### src/rtl/pc4_pkg.sv
/*
 * constants for the presettable four bit counter: register map, fields,
 * reset values and build variants.
 * assumes a classic wishbone master with 32-bit data on a 10 MHz clock.
 */
`default_nettype none
package pc4_pkg;
   // count width and terminal state
   localparam int PC4_W = 4;
   localparam logic [3:0] PC4_MAX = 4'hF;
   localparam logic [3:0] PC4_ZERO = 4'h0;
   // register byte addresses
   localparam logic [7:0] PC4_ADR_CTRL = 8'h00;
   localparam logic [7:0] PC4_ADR_PRESET = 8'h04;
   localparam logic [7:0] PC4_ADR_COUNT = 8'h08;
   localparam logic [7:0] PC4_ADR_STAT = 8'h0C;
   // control register bit positions
   localparam int PC4_B_RST_N = 0;
   localparam int PC4_B_LOAD_N = 1;
   localparam int PC4_B_EN_P = 2;
   localparam int PC4_B_EN_T = 3;
   localparam logic [3:0] PC4_CTRL_RST = 4'hF;
   // status register bit positions
   localparam int PC4_B_CARRY = 0;
   localparam int PC4_B_ASYNC = 1;
   // reset variants
   typedef enum logic {PC4_RST_ASYNC, PC4_RST_SYNC} pc4_rst_mode_t;
   // slave answer states
   typedef enum {PC4_BUS_IDLE, PC4_BUS_ACK} pc4_bus_st_t;
endpackage
`default_nettype wire

### src/rtl/pc4_ctl_if.sv
/*
 * interface carrying counter controls from the bus slave to the core.
 * assumes both ends run on one clock.
 */
`default_nettype none
interface pc4_ctl_if;
   logic rst_n;
   logic load_n;
   logic en_p;
   logic en_t;
   logic [3:0] preset;
   logic [3:0] count;
   logic carry;
   modport slave (output rst_n, load_n, en_p, en_t, preset,
                  input count, carry);
   modport core (input rst_n, load_n, en_p, en_t, preset,
                 output count, carry);
endinterface
`default_nettype wire

### src/rtl/pc4_top.sv
/*
 * wishbone-reachable presettable four bit counter.
 * assumes a classic single-cycle wishbone master on clk_i (10 MHz) and
 * a synchronous active-high bus reset.
 */
// Added by the designer: the address map and the Wishbone slave port.
`default_nettype none
// Contract
// - four bit count with preset load, reset, carry and enables
// - count advances only on rising clock edges when enabled
// - load and synchronous reset act on the rising edge
// - preset bit 0 is lsb, bit 3 is msb
// - count outputs show the count, bit 0 lsb
// - carry high while count is 1111 and trickle enable is high
// - carry is trickle enable and all four count bits
// - low reset clears the count to zero
// - build option picks asynchronous or synchronous reset
// - low load copies preset into count on the edge
// - low load blocks counting whatever the enables
// - count only when both enables and load are high
// - trickle enable gates carry; parallel enable only counting
// - maximum wraps to zero on next enabled step
module pc4_top
   import pc4_pkg::*;
#(
   parameter pc4_rst_mode_t RST_MODE = PC4_RST_SYNC
) (
   input wire logic clk_i, // system clock
   input wire logic rst_i, // synchronous reset, high
   input wire logic wb_cyc_i, // bus cycle
   input wire logic wb_stb_i, // strobe
   input wire logic wb_we_i, // write enable
   input wire logic [7:0] wb_adr_i, // byte address
   input wire logic [3:0] wb_sel_i, // byte selects
   input wire logic [31:0] wb_dat_i, // write data
   output logic [31:0] wb_dat_o, // read data
   output logic wb_ack_o, // acknowledge
   output logic [3:0] count_o, // count outputs
   output logic carry_o // terminal carry
);
   pc4_ctl_if ctl ();
   logic [3:0] ctrl_q;
   logic [3:0] preset_q;
   logic ack_q;
   logic [31:0] rdat_q;
   logic req;
   logic wr_lo;
   logic hit_ctrl;
   logic hit_preset;
   logic hit_count;
   logic hit_stat;
   logic [31:0] rdat_d;

   // request decode, one ack per request
   assign req = wb_cyc_i & wb_stb_i & !ack_q;
   assign wr_lo = req & wb_we_i & wb_sel_i[0];
   assign hit_ctrl = wb_adr_i == PC4_ADR_CTRL;
   assign hit_preset = wb_adr_i == PC4_ADR_PRESET;
   assign hit_count = wb_adr_i == PC4_ADR_COUNT;
   assign hit_stat = wb_adr_i == PC4_ADR_STAT;

   // read mux, unmapped reads return zero
   always_comb begin
      rdat_d = 32'h0000_0000;
      if (hit_ctrl) begin
         rdat_d[3:0] = ctrl_q;
      end else if (hit_preset) begin
         rdat_d[3:0] = preset_q;
      end else if (hit_count) begin
         rdat_d[3:0] = ctl.count;
      end else if (hit_stat) begin
         rdat_d[PC4_B_CARRY] = ctl.carry;
         rdat_d[PC4_B_ASYNC] = RST_MODE == PC4_RST_ASYNC;
      end
   end

   // ack and read data one cycle after the request
   always_ff @(posedge clk_i) begin
      if (rst_i) begin
         ack_q <= 1'b0;
         rdat_q <= 32'h0000_0000;
      end else begin
         ack_q <= req;
         rdat_q <= rdat_d;
      end
   end

   always_ff @(posedge clk_i) begin
      if (rst_i) begin
         ctrl_q <= PC4_CTRL_RST;
         preset_q <= PC4_ZERO;
      end else if (wr_lo && hit_ctrl) begin
         ctrl_q <= wb_dat_i[3:0];
      end else if (wr_lo && hit_preset) begin
         preset_q <= wb_dat_i[3:0];
      end
   end

   // bus reset also clears the counter
   assign ctl.rst_n = ctrl_q[PC4_B_RST_N] & !rst_i;
   assign ctl.load_n = ctrl_q[PC4_B_LOAD_N];
   assign ctl.en_p = ctrl_q[PC4_B_EN_P];
   assign ctl.en_t = ctrl_q[PC4_B_EN_T];
   assign ctl.preset = preset_q;

   pc4_core #(.RST_MODE(RST_MODE)) u_core (
      .clk_i(clk_i),
      .ctl(ctl)
   );

   assign wb_ack_o = ack_q;
   assign wb_dat_o = rdat_q;
   assign count_o = ctl.count;
   assign carry_o = ctl.carry;

   chk_ack_one: assert property (@(posedge clk_i) disable iff (rst_i)
      wb_ack_o |=> !wb_ack_o)
      else $error("ack held two cycles");
   chk_ack_req: assert property (@(posedge clk_i) disable iff (rst_i)
      wb_cyc_i && wb_stb_i && !wb_ack_o |=> wb_ack_o)
      else $error("no ack after request");
   chk_carry_pin: assert property (@(posedge clk_i)
      carry_o == (ctrl_q[PC4_B_EN_T] && count_o == PC4_MAX))
      else $error("carry pin wrong");
   cov_wr: cover property (@(posedge clk_i) wb_ack_o && wb_we_i);
endmodule
`default_nettype wire

### src/rtl/pc4_core.sv
/*
 * four bit presettable counter core with carry out.
 * assumes controls arrive from logic on clk_i; reset variant is fixed
 * at build time.
 */
`default_nettype none
module pc4_core
   import pc4_pkg::*;
#(
   parameter pc4_rst_mode_t RST_MODE = PC4_RST_SYNC
) (
   input wire logic clk_i, // system clock
   pc4_ctl_if.core ctl // controls and count
);
   logic [3:0] cnt_q;
   logic [3:0] cnt_d;
   logic cnt_en;

   assign cnt_en = ctl.en_p & ctl.en_t & ctl.load_n;

   // load over count, load, wrap, hold
   assign cnt_d = !ctl.load_n ? ctl.preset :
                  cnt_en ? 4'(cnt_q + 4'h1) : cnt_q;

   generate
      if (RST_MODE == PC4_RST_ASYNC) begin : g_async
         always_ff @(posedge clk_i or negedge ctl.rst_n) begin
            if (!ctl.rst_n) begin
               cnt_q <= PC4_ZERO;
            end else begin
               cnt_q <= cnt_d;
            end
         end
      end else begin : g_sync
         // clear on the edge, reset wins
         always_ff @(posedge clk_i) begin
            if (!ctl.rst_n) begin
               cnt_q <= PC4_ZERO;
            end else begin
               cnt_q <= cnt_d;
            end
         end
      end
   endgenerate

   // count out, carry equation, trickle gates carry
   assign ctl.count = cnt_q;
   assign ctl.carry = ctl.en_t & (&cnt_q);

   chk_count_step: assert property (@(posedge clk_i)
      ctl.rst_n && $past(ctl.rst_n) && $past(cnt_en)
      |-> cnt_q == 4'($past(cnt_q) + 4'h1))
      else $error("count did not step");
   chk_load_wins: assert property (@(posedge clk_i)
      ctl.rst_n && $past(ctl.rst_n) && !$past(ctl.load_n)
      |-> cnt_q == $past(ctl.preset))
      else $error("load not taken");
   chk_hold_idle: assert property (@(posedge clk_i)
      ctl.rst_n && $past(ctl.rst_n) && $past(ctl.load_n)
      && !$past(cnt_en) |-> $stable(cnt_q))
      else $error("count moved while idle");
   chk_carry_max: assert property (@(posedge clk_i)
      ctl.carry == (ctl.en_t && cnt_q == PC4_MAX))
      else $error("carry wrong");
   chk_carry_gate: assert property (@(posedge clk_i)
      !ctl.en_t |-> !ctl.carry)
      else $error("carry high with trickle low");
   chk_wrap_zero: assert property (@(posedge clk_i)
      ctl.rst_n && $past(ctl.rst_n) && $past(cnt_en)
      && $past(cnt_q) == PC4_MAX |-> cnt_q == PC4_ZERO)
      else $error("no wrap to zero");
   chk_reset_clear: assert property (@(posedge clk_i)
      !$past(ctl.rst_n) |-> cnt_q == PC4_ZERO)
      else $error("reset did not clear");
   cov_wrap: cover property (@(posedge clk_i)
      cnt_en && cnt_q == PC4_MAX ##1 cnt_q == PC4_ZERO);
   cov_load: cover property (@(posedge clk_i) !ctl.load_n ##1 ctl.load_n);
   cov_carry: cover property (@(posedge clk_i) ctl.carry);
endmodule
`default_nettype wire

### config.mk
export PLATFORM = sky130hd
export DESIGN_NAME = pc4_top
export DESIGN_NICKNAME = d
export VERILOG_FILES = /design/src/rtl/pc4_pkg.sv /design/src/rtl/pc4_ctl_if.sv /design/src/rtl/pc4_top.sv /design/src/rtl/pc4_core.sv
export SDC_FILE = /design/constraint.sdc
export NUM_CORES = 1
export LEC_CHECK = 0
export ABC_CLOCK_PERIOD_IN_PS = 3300
export BUFFER_PORTS_ARGS = -buffer_cell sky130_fd_sc_hd__buf_2
export CORE_MARGIN = 4
export CORE_UTILIZATION = 40
export CTS_BUF_LIST = sky130_fd_sc_hd__clkbuf_8 sky130_fd_sc_hd__clkbuf_16
export CTS_CLUSTER_DIAMETER = 30
export DETAILED_ROUTE_END_ITERATION = 8
export PLACE_DENSITY = 0.84
export SYNTH_ARGS = -nofsm -noshare
export SYNTH_HDL_FRONTEND = slang
export SYNTH_SLANG_ARGS = --single-unit
### constraint.sdc
create_clock -name clk_i -period 3.3 [get_ports clk_i]
set_input_delay 0.66 -clock clk_i [delete_from_list [all_inputs] [get_ports clk_i]]
set_output_delay 0.66 -clock clk_i [all_outputs]
set_load 0.02 [all_outputs]
* Yosys cells after proc, flatten, opt, wreduce, memory -nomap -nowiden *
Cells that the tools add are included.

operators by class
  $add $sub $neg = 1
  equal/unequal tests = 4
  mux-type cells = 7
  bitwise operators = 9
  reduce and logical (&&, ||, !) cells = 7

operator list
  cell                                                                     number
  8-bit by 4-bit == test with 1-bit output, second input constant          2
  4-bit 2-to-1 mux                                                         4
  1-bit AND                                                                8
  8-bit by 3-bit == test with 1-bit output, second input constant          1
  8-bit logical NOT                                                        1
  4-bit by 1-bit adder with 4-bit output, second input constant            1
  2-bit 2-to-1 mux                                                         2
  4-bit AND reduction                                                      1
  1-bit logical AND                                                        2
  1-bit logical NOT                                                        2
  2-bit by 1-bit inequality test with 1-bit output, second input constant  1
  2-bit AND reduction                                                      1
  1-bit 2-to-1 mux                                                         1
  1-bit inverter                                                           1

word-level totals
  flip-flop bits (word level) = 45
  input port bits = 49
  output and inout port bits = 38

* Logic depth before layout (Yosys ltp) *
Gate-level depths: netlist of run 1.

  depth after elaboration = 7
  depth in mapped cells = 6
  depth with buffers taken out = 4

* Cells and area by module *
A second synthesis of run 1 with hierarchy kept.

unflattened totals
  cell total of the unflattened synthesis = 118
  area, all modules = 1066.0 um^2

by module, submodules not included
  module    times used  cells each  area an instance (um^2)  sequential area each (um^2)
  pc4_top   1           94          860.8                    260.2
  pc4_core  1           24          205.2                    80.1

* Worst setup path after synthesis of run 1 *
Ideal clock, no wire load.

  path type = register to output
  from = register u_core.cnt_q[0], in the netlist u_core.ctl.count[0]
  to = output port carry_o
  arrival = 1003 ps
  required time = 2640 ps
  setup slack = 1637 ps
  stages on the path, launching flop included = 3
  path buffers = 0
  cells stage by stage = dfxtp_1 > ha_1 > and4_1

on the way
  word-level cells in the longest chain between the ends = 2

ends and longest elaborated chain
  item                    RTL line        source
  from (decl)             pc4_core.sv:15  logic [3:0] cnt_q;
  from (signal assigned)  pc4_core.sv:40  cnt_q <= cnt_d;
  4-bit AND reduction     pc4_core.sv:48  assign ctl.carry = ctl.en_t & (&cnt_q);
  1-bit AND               pc4_core.sv:48
  to (decl)               pc4_top.sv:39   output logic carry_o

Every way passes these cells.

* Worst setup path after layout of run 1 *
  from = register u_core.cnt_q[1], in the netlist u_core.ctl.count[1]
  to = output port carry_o

Same word-level chain as after synthesis.

==> results.tsv, run 1 <==
stage	metric	value	unit
timing	hold_viol_final	0	
yosys	avgSynthCellArea	8.79	µm²
final_layout	fin_util	0.471	
worst_setup_path	critPathRequiredTime	2.64	ns
worst_setup_path	worstPathCellList	ha_1 -> and4_1 -> buf_2	
drt	post-route-drc-count	0	
power_and_ir_drop	p_per_area	405	nW/µm²
drt	detail_route.wl_per_cell	11.6	µm
drt	vias	792	
clocking	cts.clk_slew.worst_paths	0.06	ns
worst_setup_path	endpoint_kind	output pin	
yosys	synth_edf_count	0	
timing	rsz0062_at_grt	no	
yosys	async_flop_share	0	
power_and_ir_drop	ir_worst_vdd	0.219	mV
clocking	cts-root-buf	clkbuf_8	
drt	via_per_inst	4.71	
worst_setup_path	critPathKind	register to output pin	
clocking	numCtsBuffers	3	
drt	drt-pass1-iter-count	4	
final_layout	stdcell_area	1080	µm²
drt	wirelength	1950	µm
drt	drt_iter0_markers	23	
yosys	ys_seq_area_frac	0.340	
timing	fmax	0.526	GHz
worst_setup_path	crit_path_top_delay_cell	dfxtp_1	
floorplanning	coreArea	2300	µm²
worst_setup_path	cp_data_arrival_time	1.24	ns
yosys	synth_top_cell_area_share	0.340	
final_layout	num_antenna_cells	0	
placed_design	portBuffers	27	
timing	finalMaxSlewViolations	0	
timing	setup_tns	0	ns
floorplanning	rows	17	
run	maxCapViolCount	0	
grt	grt_pass1_wl	2930	µm
yosys	synth_cell_types	26	
worst_setup_path	crit_fanout	5	
yosys	ys_ff_latch	17	
timing	hold-worst-slack	0.552	ns
yosys	synth_top_area_cell	dfxtp_1	
floorplanning	initial_utilization	0.436	
yosys	netlist_top_cells_count	29 x buf_4, 20 x nor2_1, 17 x dfxtp_1	
grt	grt_max_degree	16	
clocking	clk-insertion-delay-late	0.25	ns
floorplanning	die_y	58.1	µm
drt	antenna_left	0	
yosys	yosys_warnings	0	
clocking	cts_tree	built	
grt	grt-ovfl-total	0	
grt	grt_pass1_vias	723	
timing	period_needed	1.90	ns
final_layout	drive_gt1_frac	0.229	
placed_design	placed_area	1040	µm²
timing	fin_crit_sh	0.576	
final_layout	area_growth	7.99	%
grt	grtUsageTotal	0.112	
clocking	postCtsSetupBuffers	0	
worst_setup_path	cpLargestDelayFamily	flip-flops	
yosys	synth_most_common_cell	buf_4	
clocking	ctsResizeCount	0	
placed_design	gp_congestion	0.739	
run_status	outcome	complete, no violations	
worst_setup_path	start_kind	register	
worst_setup_path	worst_path_largest_cell_delay	0.42	ns
power_and_ir_drop	total_leakage_power	0.531	nW
grt	grt_antenna_before_repair	0	
yosys	synth_area_leaders	dfxtp_1 34%, buf_4 22%, nor2_1 7.5%	
worst_setup_path	worst-path-buf-inv	1	
clocking	cts_num_sinks	17	
clocking	clockBufferDepth	2	
final_layout	finalNetCount	191	
floorplanning	die-area	3370	µm²
timing	skew	0.00353	ns
yosys	ys.flop_type	dfxtp_1	
yosys	synth_area	1000	µm²
timing	setup_violations	0	
yosys	syn_inst	114	
placed_design	place_hpwl	1580	µm
floorplanning	dieWidth	58.1	µm
floorplanning	ios	87	
min_path	hold_path_class	register to register	
clocking	cts_max_level	1	
clocking	ctsHoldBuffers	0	
[state kept, by name, summed over array words and instances, names as in the netlist]
signal	flops
wb_dat_o	4
ctl.preset	4
ctrl_q	4
wb_ack_o	1
u_core.ctl.count	4
[worst reg2reg max path, stage by stage (launching register included)]
cell     delay (ns)
dfxtp_1        0.36
ha_1           0.23
and4_1         0.21
mux4_2         0.46
nor2b_1        0.14
[metal layers]
metal / part of all wire / global-route usage
met5: 0 / 0
met4: 0.0061 / 0.0497
met3: 0.11 / 0.0290
met2: 0.51 / 0.198
met1: 0.38 / 0.125
[layout by cell type (no fill, tap or decap), drive strengths merged, types with 2 or more instances in the layout]
master  instances
conb           28
buf            27
nor2           20
dfxtp          17
a21oi           7
mux2i           7
nor3            4
nand3           3
a211oi          3
nor2b           3
clkbuf          3
and4            2
nand2           2
xor2            2
[per-stage QoR]
step | instances | setup WS, ns | power [mW]
2_1_floorplan | 141 | 1.64 | 0.297
3_3_place_gp | 164 | 1.46 | 0.290
3_5_place_dp | 164 | 1.41 | 0.292
4_1_cts | 168 | 1.41 | 0.440
5_1_grt | 168 | 1.33 | 0.456
6_report | 168 | 1.40 | 0.438
[worst paths after layout]
check                                   startpoint  slack (ns)  cells past startpoint                          endpoint
hold / removal          ctl.preset[2]$_SDFFE_PP0P_        0.55                      2  u_core.ctl.count[2]$_SDFFE_PN0P_
hold reg to reg         ctl.preset[2]$_SDFFE_PP0P_        0.55                      2  u_core.ctl.count[2]$_SDFFE_PN0P_
setup reg to reg  u_core.ctl.count[0]$_SDFFE_PN0P_        1.81                      4            wb_dat_o[0]$_SDFF_PP0_
setup / recovery  u_core.ctl.count[1]$_SDFFE_PN0P_        1.40                      3                           carry_o
[cell families after synthesis]
family	after synthesis	share of synthesized area
simple gates	41	0.223
compound gates	11	0.0662
other cells	1	0.00374
buf+inv	32	0.236
xor+xnor	3	0.0262
mux	8	0.0924
fa+ha+maj	1	0.0125
flops	17	0.340
[report_power, final]
| group | internal, mW | leakage [nW] | total (mW) | switching (mW) |
|---|---|---|---|---|
| combinational | 0.0217 | 0.366 | 0.0745 | 0.0528 |
| clock | 0.0823 | 0.0269 | 0.149 | 0.0667 |
| sequential | 0.209 | 0.138 | 0.214 | 0.00510 |
| total | 0.313 | 0.531 | 0.438 | 0.125 |
[layout make-up]
class,instances,area (µm²)
Tap cell,28,35.0
Timing Repair Buffer,27,135
Multi-Input combinational cell,92,527
Sequential cell,17,340
Fill cell,225,1210
Clock buffer,3,41.3
Clock inverter,1,3.75
Power figures use the tool's default switching activity.
==> run 2, diff against run 1 <==
--- a/config.mk
+++ b/config.mk
@@ -5,14 +5,14 @@
 export SDC_FILE = /design/constraint.sdc
 export NUM_CORES = 1
 export LEC_CHECK = 0
-export ABC_CLOCK_PERIOD_IN_PS = 3300
+export ABC_CLOCK_PERIOD_IN_PS = 1550
 export BUFFER_PORTS_ARGS = -buffer_cell sky130_fd_sc_hd__buf_2
 export CORE_MARGIN = 4
-export CORE_UTILIZATION = 40
+export CORE_UTILIZATION = 34
 export CTS_BUF_LIST = sky130_fd_sc_hd__clkbuf_8 sky130_fd_sc_hd__clkbuf_16
 export CTS_CLUSTER_DIAMETER = 30
 export DETAILED_ROUTE_END_ITERATION = 8
-export PLACE_DENSITY = 0.84
+export PLACE_DENSITY = 0.76
 export SYNTH_ARGS = -nofsm -noshare
 export SYNTH_HDL_FRONTEND = slang
 export SYNTH_SLANG_ARGS = --single-unit
==> constraint.sdc (replaced) <==
create_clock -name clk_i -period 1.55 [get_ports clk_i]
set_input_delay 0.31 -clock clk_i [delete_from_list [all_inputs] [get_ports clk_i]]
set_output_delay 0.31 -clock clk_i [all_outputs]
set_load 0.02 [all_outputs]
==> results.tsv, run 2 (synthesis results as in run 1) <==
stage	metric	value	unit	change
grt	grtUsageTotal	0.0958		-0.0161
power_and_ir_drop	switching_share	0.285		about the same
worst_setup_path	start_kind	register		
final_layout	stdcell_area	1120	µm²	+3.5%
floorplanning	initial_utilization	0.360		-0.0760
worst_setup_path	endpoint_kind	output pin		
placed_design	gp_congestion	0.781		+5.6%
drt	wl_met1	773	µm	+5.0%
final_layout	final_cell_mix	28 x conb_1, 27 x buf_2, 20 x nor2_1, 15 x dfxtp_1		
worst_setup_path	critPathRequiredTime	1.24	ns	-1.40 ns
worst_setup_path	crit_fanout	2		-3
clocking	numCtsBuffers	3		unchanged
drt	drt-pass1-iter-count	4		unchanged
clocking	cts.clk_slew.worst_paths	0.06	ns	about the same
final_layout	finalNetCount	195		+2.1%
clocking	cts_tree	built		
power_and_ir_drop	p_switching	0.269	mW	+120%
final_layout	fin_util	0.403		-0.0685
floorplanning	die-area	3880	µm²	+15%
drt	top_layer_used	met4		
power_and_ir_drop	ir_worst_vdd	0.598	mV	+170%
final_layout	layoutNonFillerInstCount	175		+4.2%
clocking	postCtsSetupBuffers	0		unchanged
timing	hold_viol_final	0		unchanged
drt	dr_wl_met2	902	µm	-9.3%
drt	detail_route.wl_per_cell	11.1	µm	-4.8%
clocking	cts_num_sinks	17		unchanged
drt	wirelength	1940	µm	-0.87%
timing	period_needed	1.50	ns	
placed_design	placed_area	1070	µm²	+3.6%
grt	grt_pass1_wl	3140	µm	+7.3%
final_layout	drive_gt1_frac	0.271		+0.0423
drt	met3_length	240	µm	+14%
clocking	cts-root-buf	clkbuf_8		
timing	setup_violations	0		unchanged
min_path	hold_path_class	input pin to register		
clocking	clockBufferDepth	2		unchanged
grt	grt_pass1_vias	704		-2.6%
final_layout	area_growth	11.7	%	
drt	drt_iter0_markers	36		+57%
floorplanning	die_y	62.3	µm	+7.3%
power_and_ir_drop	internal-power	0.676	mW	+120%
clocking	ctsHoldBuffers	0		unchanged
placed_design	portBuffers	27		unchanged
drt	via_per_inst	4.47		-5.2%
final_layout	regArea	343	µm²	+0.74%
worst_setup_path	critPathKind	register to output pin		
timing	setup_tns	0	ns	unchanged
final_layout	multi_input_area	528	µm²	+0.24%
timing	fmax	0.667	GHz	
power_and_ir_drop	combPwrFrac	0.183		+0.013
placed_design	place_hpwl	1510	µm	-4.2%
grt	grt-ovfl-total	0		unchanged
floorplanning	ios	87		unchanged
drt	post-route-drc-count	0		unchanged
power_and_ir_drop	clkPwrFrac	0.339		about the same
power_and_ir_drop	p_seq_frac	0.478		-0.011
floorplanning	rows	19		+2
power_and_ir_drop	total_leakage_power	0.551	nW	+3.7%
floorplanning	dieWidth	62.3	µm	+7.3%
timing	finalMaxSlewViolations	0		unchanged
grt	grt_max_degree	16		unchanged
final_layout	num_antenna_cells	0		unchanged
run	maxCapViolCount	0		unchanged
drt	vias	782		-1.3%
floorplanning	coreArea	2780	µm²	+21%
placed_design	dp.cells	171		+4.3%
final_layout	final_common_cell	conb_1		
worst_setup_path	cp_data_arrival_time	1.19	ns	-0.05 ns
grt	grt_antenna_before_repair	0		unchanged
run_status	outcome	complete, no violations		
clocking	cts_max_level	1		unchanged
power_and_ir_drop	p_per_area	844	nW/µm²	+110%
clocking	clk-insertion-delay-late	0.25	ns	about the same
timing	fin_crit_sh	0.967		
final_layout	fillers	270		+20%
timing	skew	0.000645	ns	-0.00288 ns
power_and_ir_drop	p_total	0.945	mW	+120%
clocking	ctsResizeCount	0		unchanged
drt	antenna_left	0		unchanged
timing	rsz0062_at_grt	no		
## run 2: cell types whose count changed in the layout (fill, tap and decap cells not counted)
cell	delta
and4_1	-1
buf_4	+4
and4_2	+1
dfxtp_2	+2
dfxtp_1	-2
## run 2: cell type report
cell class,instances,area share
multi-input combinational,92,0.472
sequential,17,0.306
timing repair buffer,31,0.147
clock buffer,3,0.0369
tap,31,0.0346
clock inverter,1,0.00335
## run 2: metrics by stage
stage               hold WS, ns  setup slack (ns)
CTS                       0.320            0.0444
global placement          0.522            0.0608
global route              0.347            0.0177
floorplan                 0.382           0.00334
detailed placement        0.522            0.0504
finish                    0.315            0.0517
## run 2: path summary, 6_finish.rpt
check	cells past startpoint	startpoint	slack [ns]	endpoint
hold / removal	3	wb_dat_i[0]	0.32	ctl.preset[0]$_SDFFE_PP0P_
hold reg to reg	2	ctl.preset[3]$_SDFFE_PP0P_	0.53	u_core.ctl.count[3]$_SDFFE_PN0P_
setup reg to reg	4	u_core.ctl.count[0]$_SDFFE_PN0P_	0.08	wb_dat_o[0]$_SDFF_PP0_
setup / recovery	3	u_core.ctl.count[0]$_SDFFE_PN0P_	0.05	carry_o
## run 2: power by group through the flow
stage	clock [mW]	sequential (mW)	combinational (mW)
after CTS	0.328	0.452	0.171
after global routing	0.335	0.453	0.189
after global placement	0	0.462	0.168
after floorplan	0	0.475	0.159
after detailed placement	0	0.462	0.169
final	0.320	0.452	0.173
## run 2: routing by layer
layer | vias to the layer above | global-route usage
met5 | - | 0
met4 | 0 | 0.0318
met3 | 2 | 0.0306
met2 | 45 | 0.168
met1 | 346 | 0.108
li1 | 389 | -
## run 2: critical path, cell delays in order, from the launching register on
cell,delay (ns)
dfxtp_2,0.32
ha_1,0.22
and4_2,0.25
buf_2,0.16
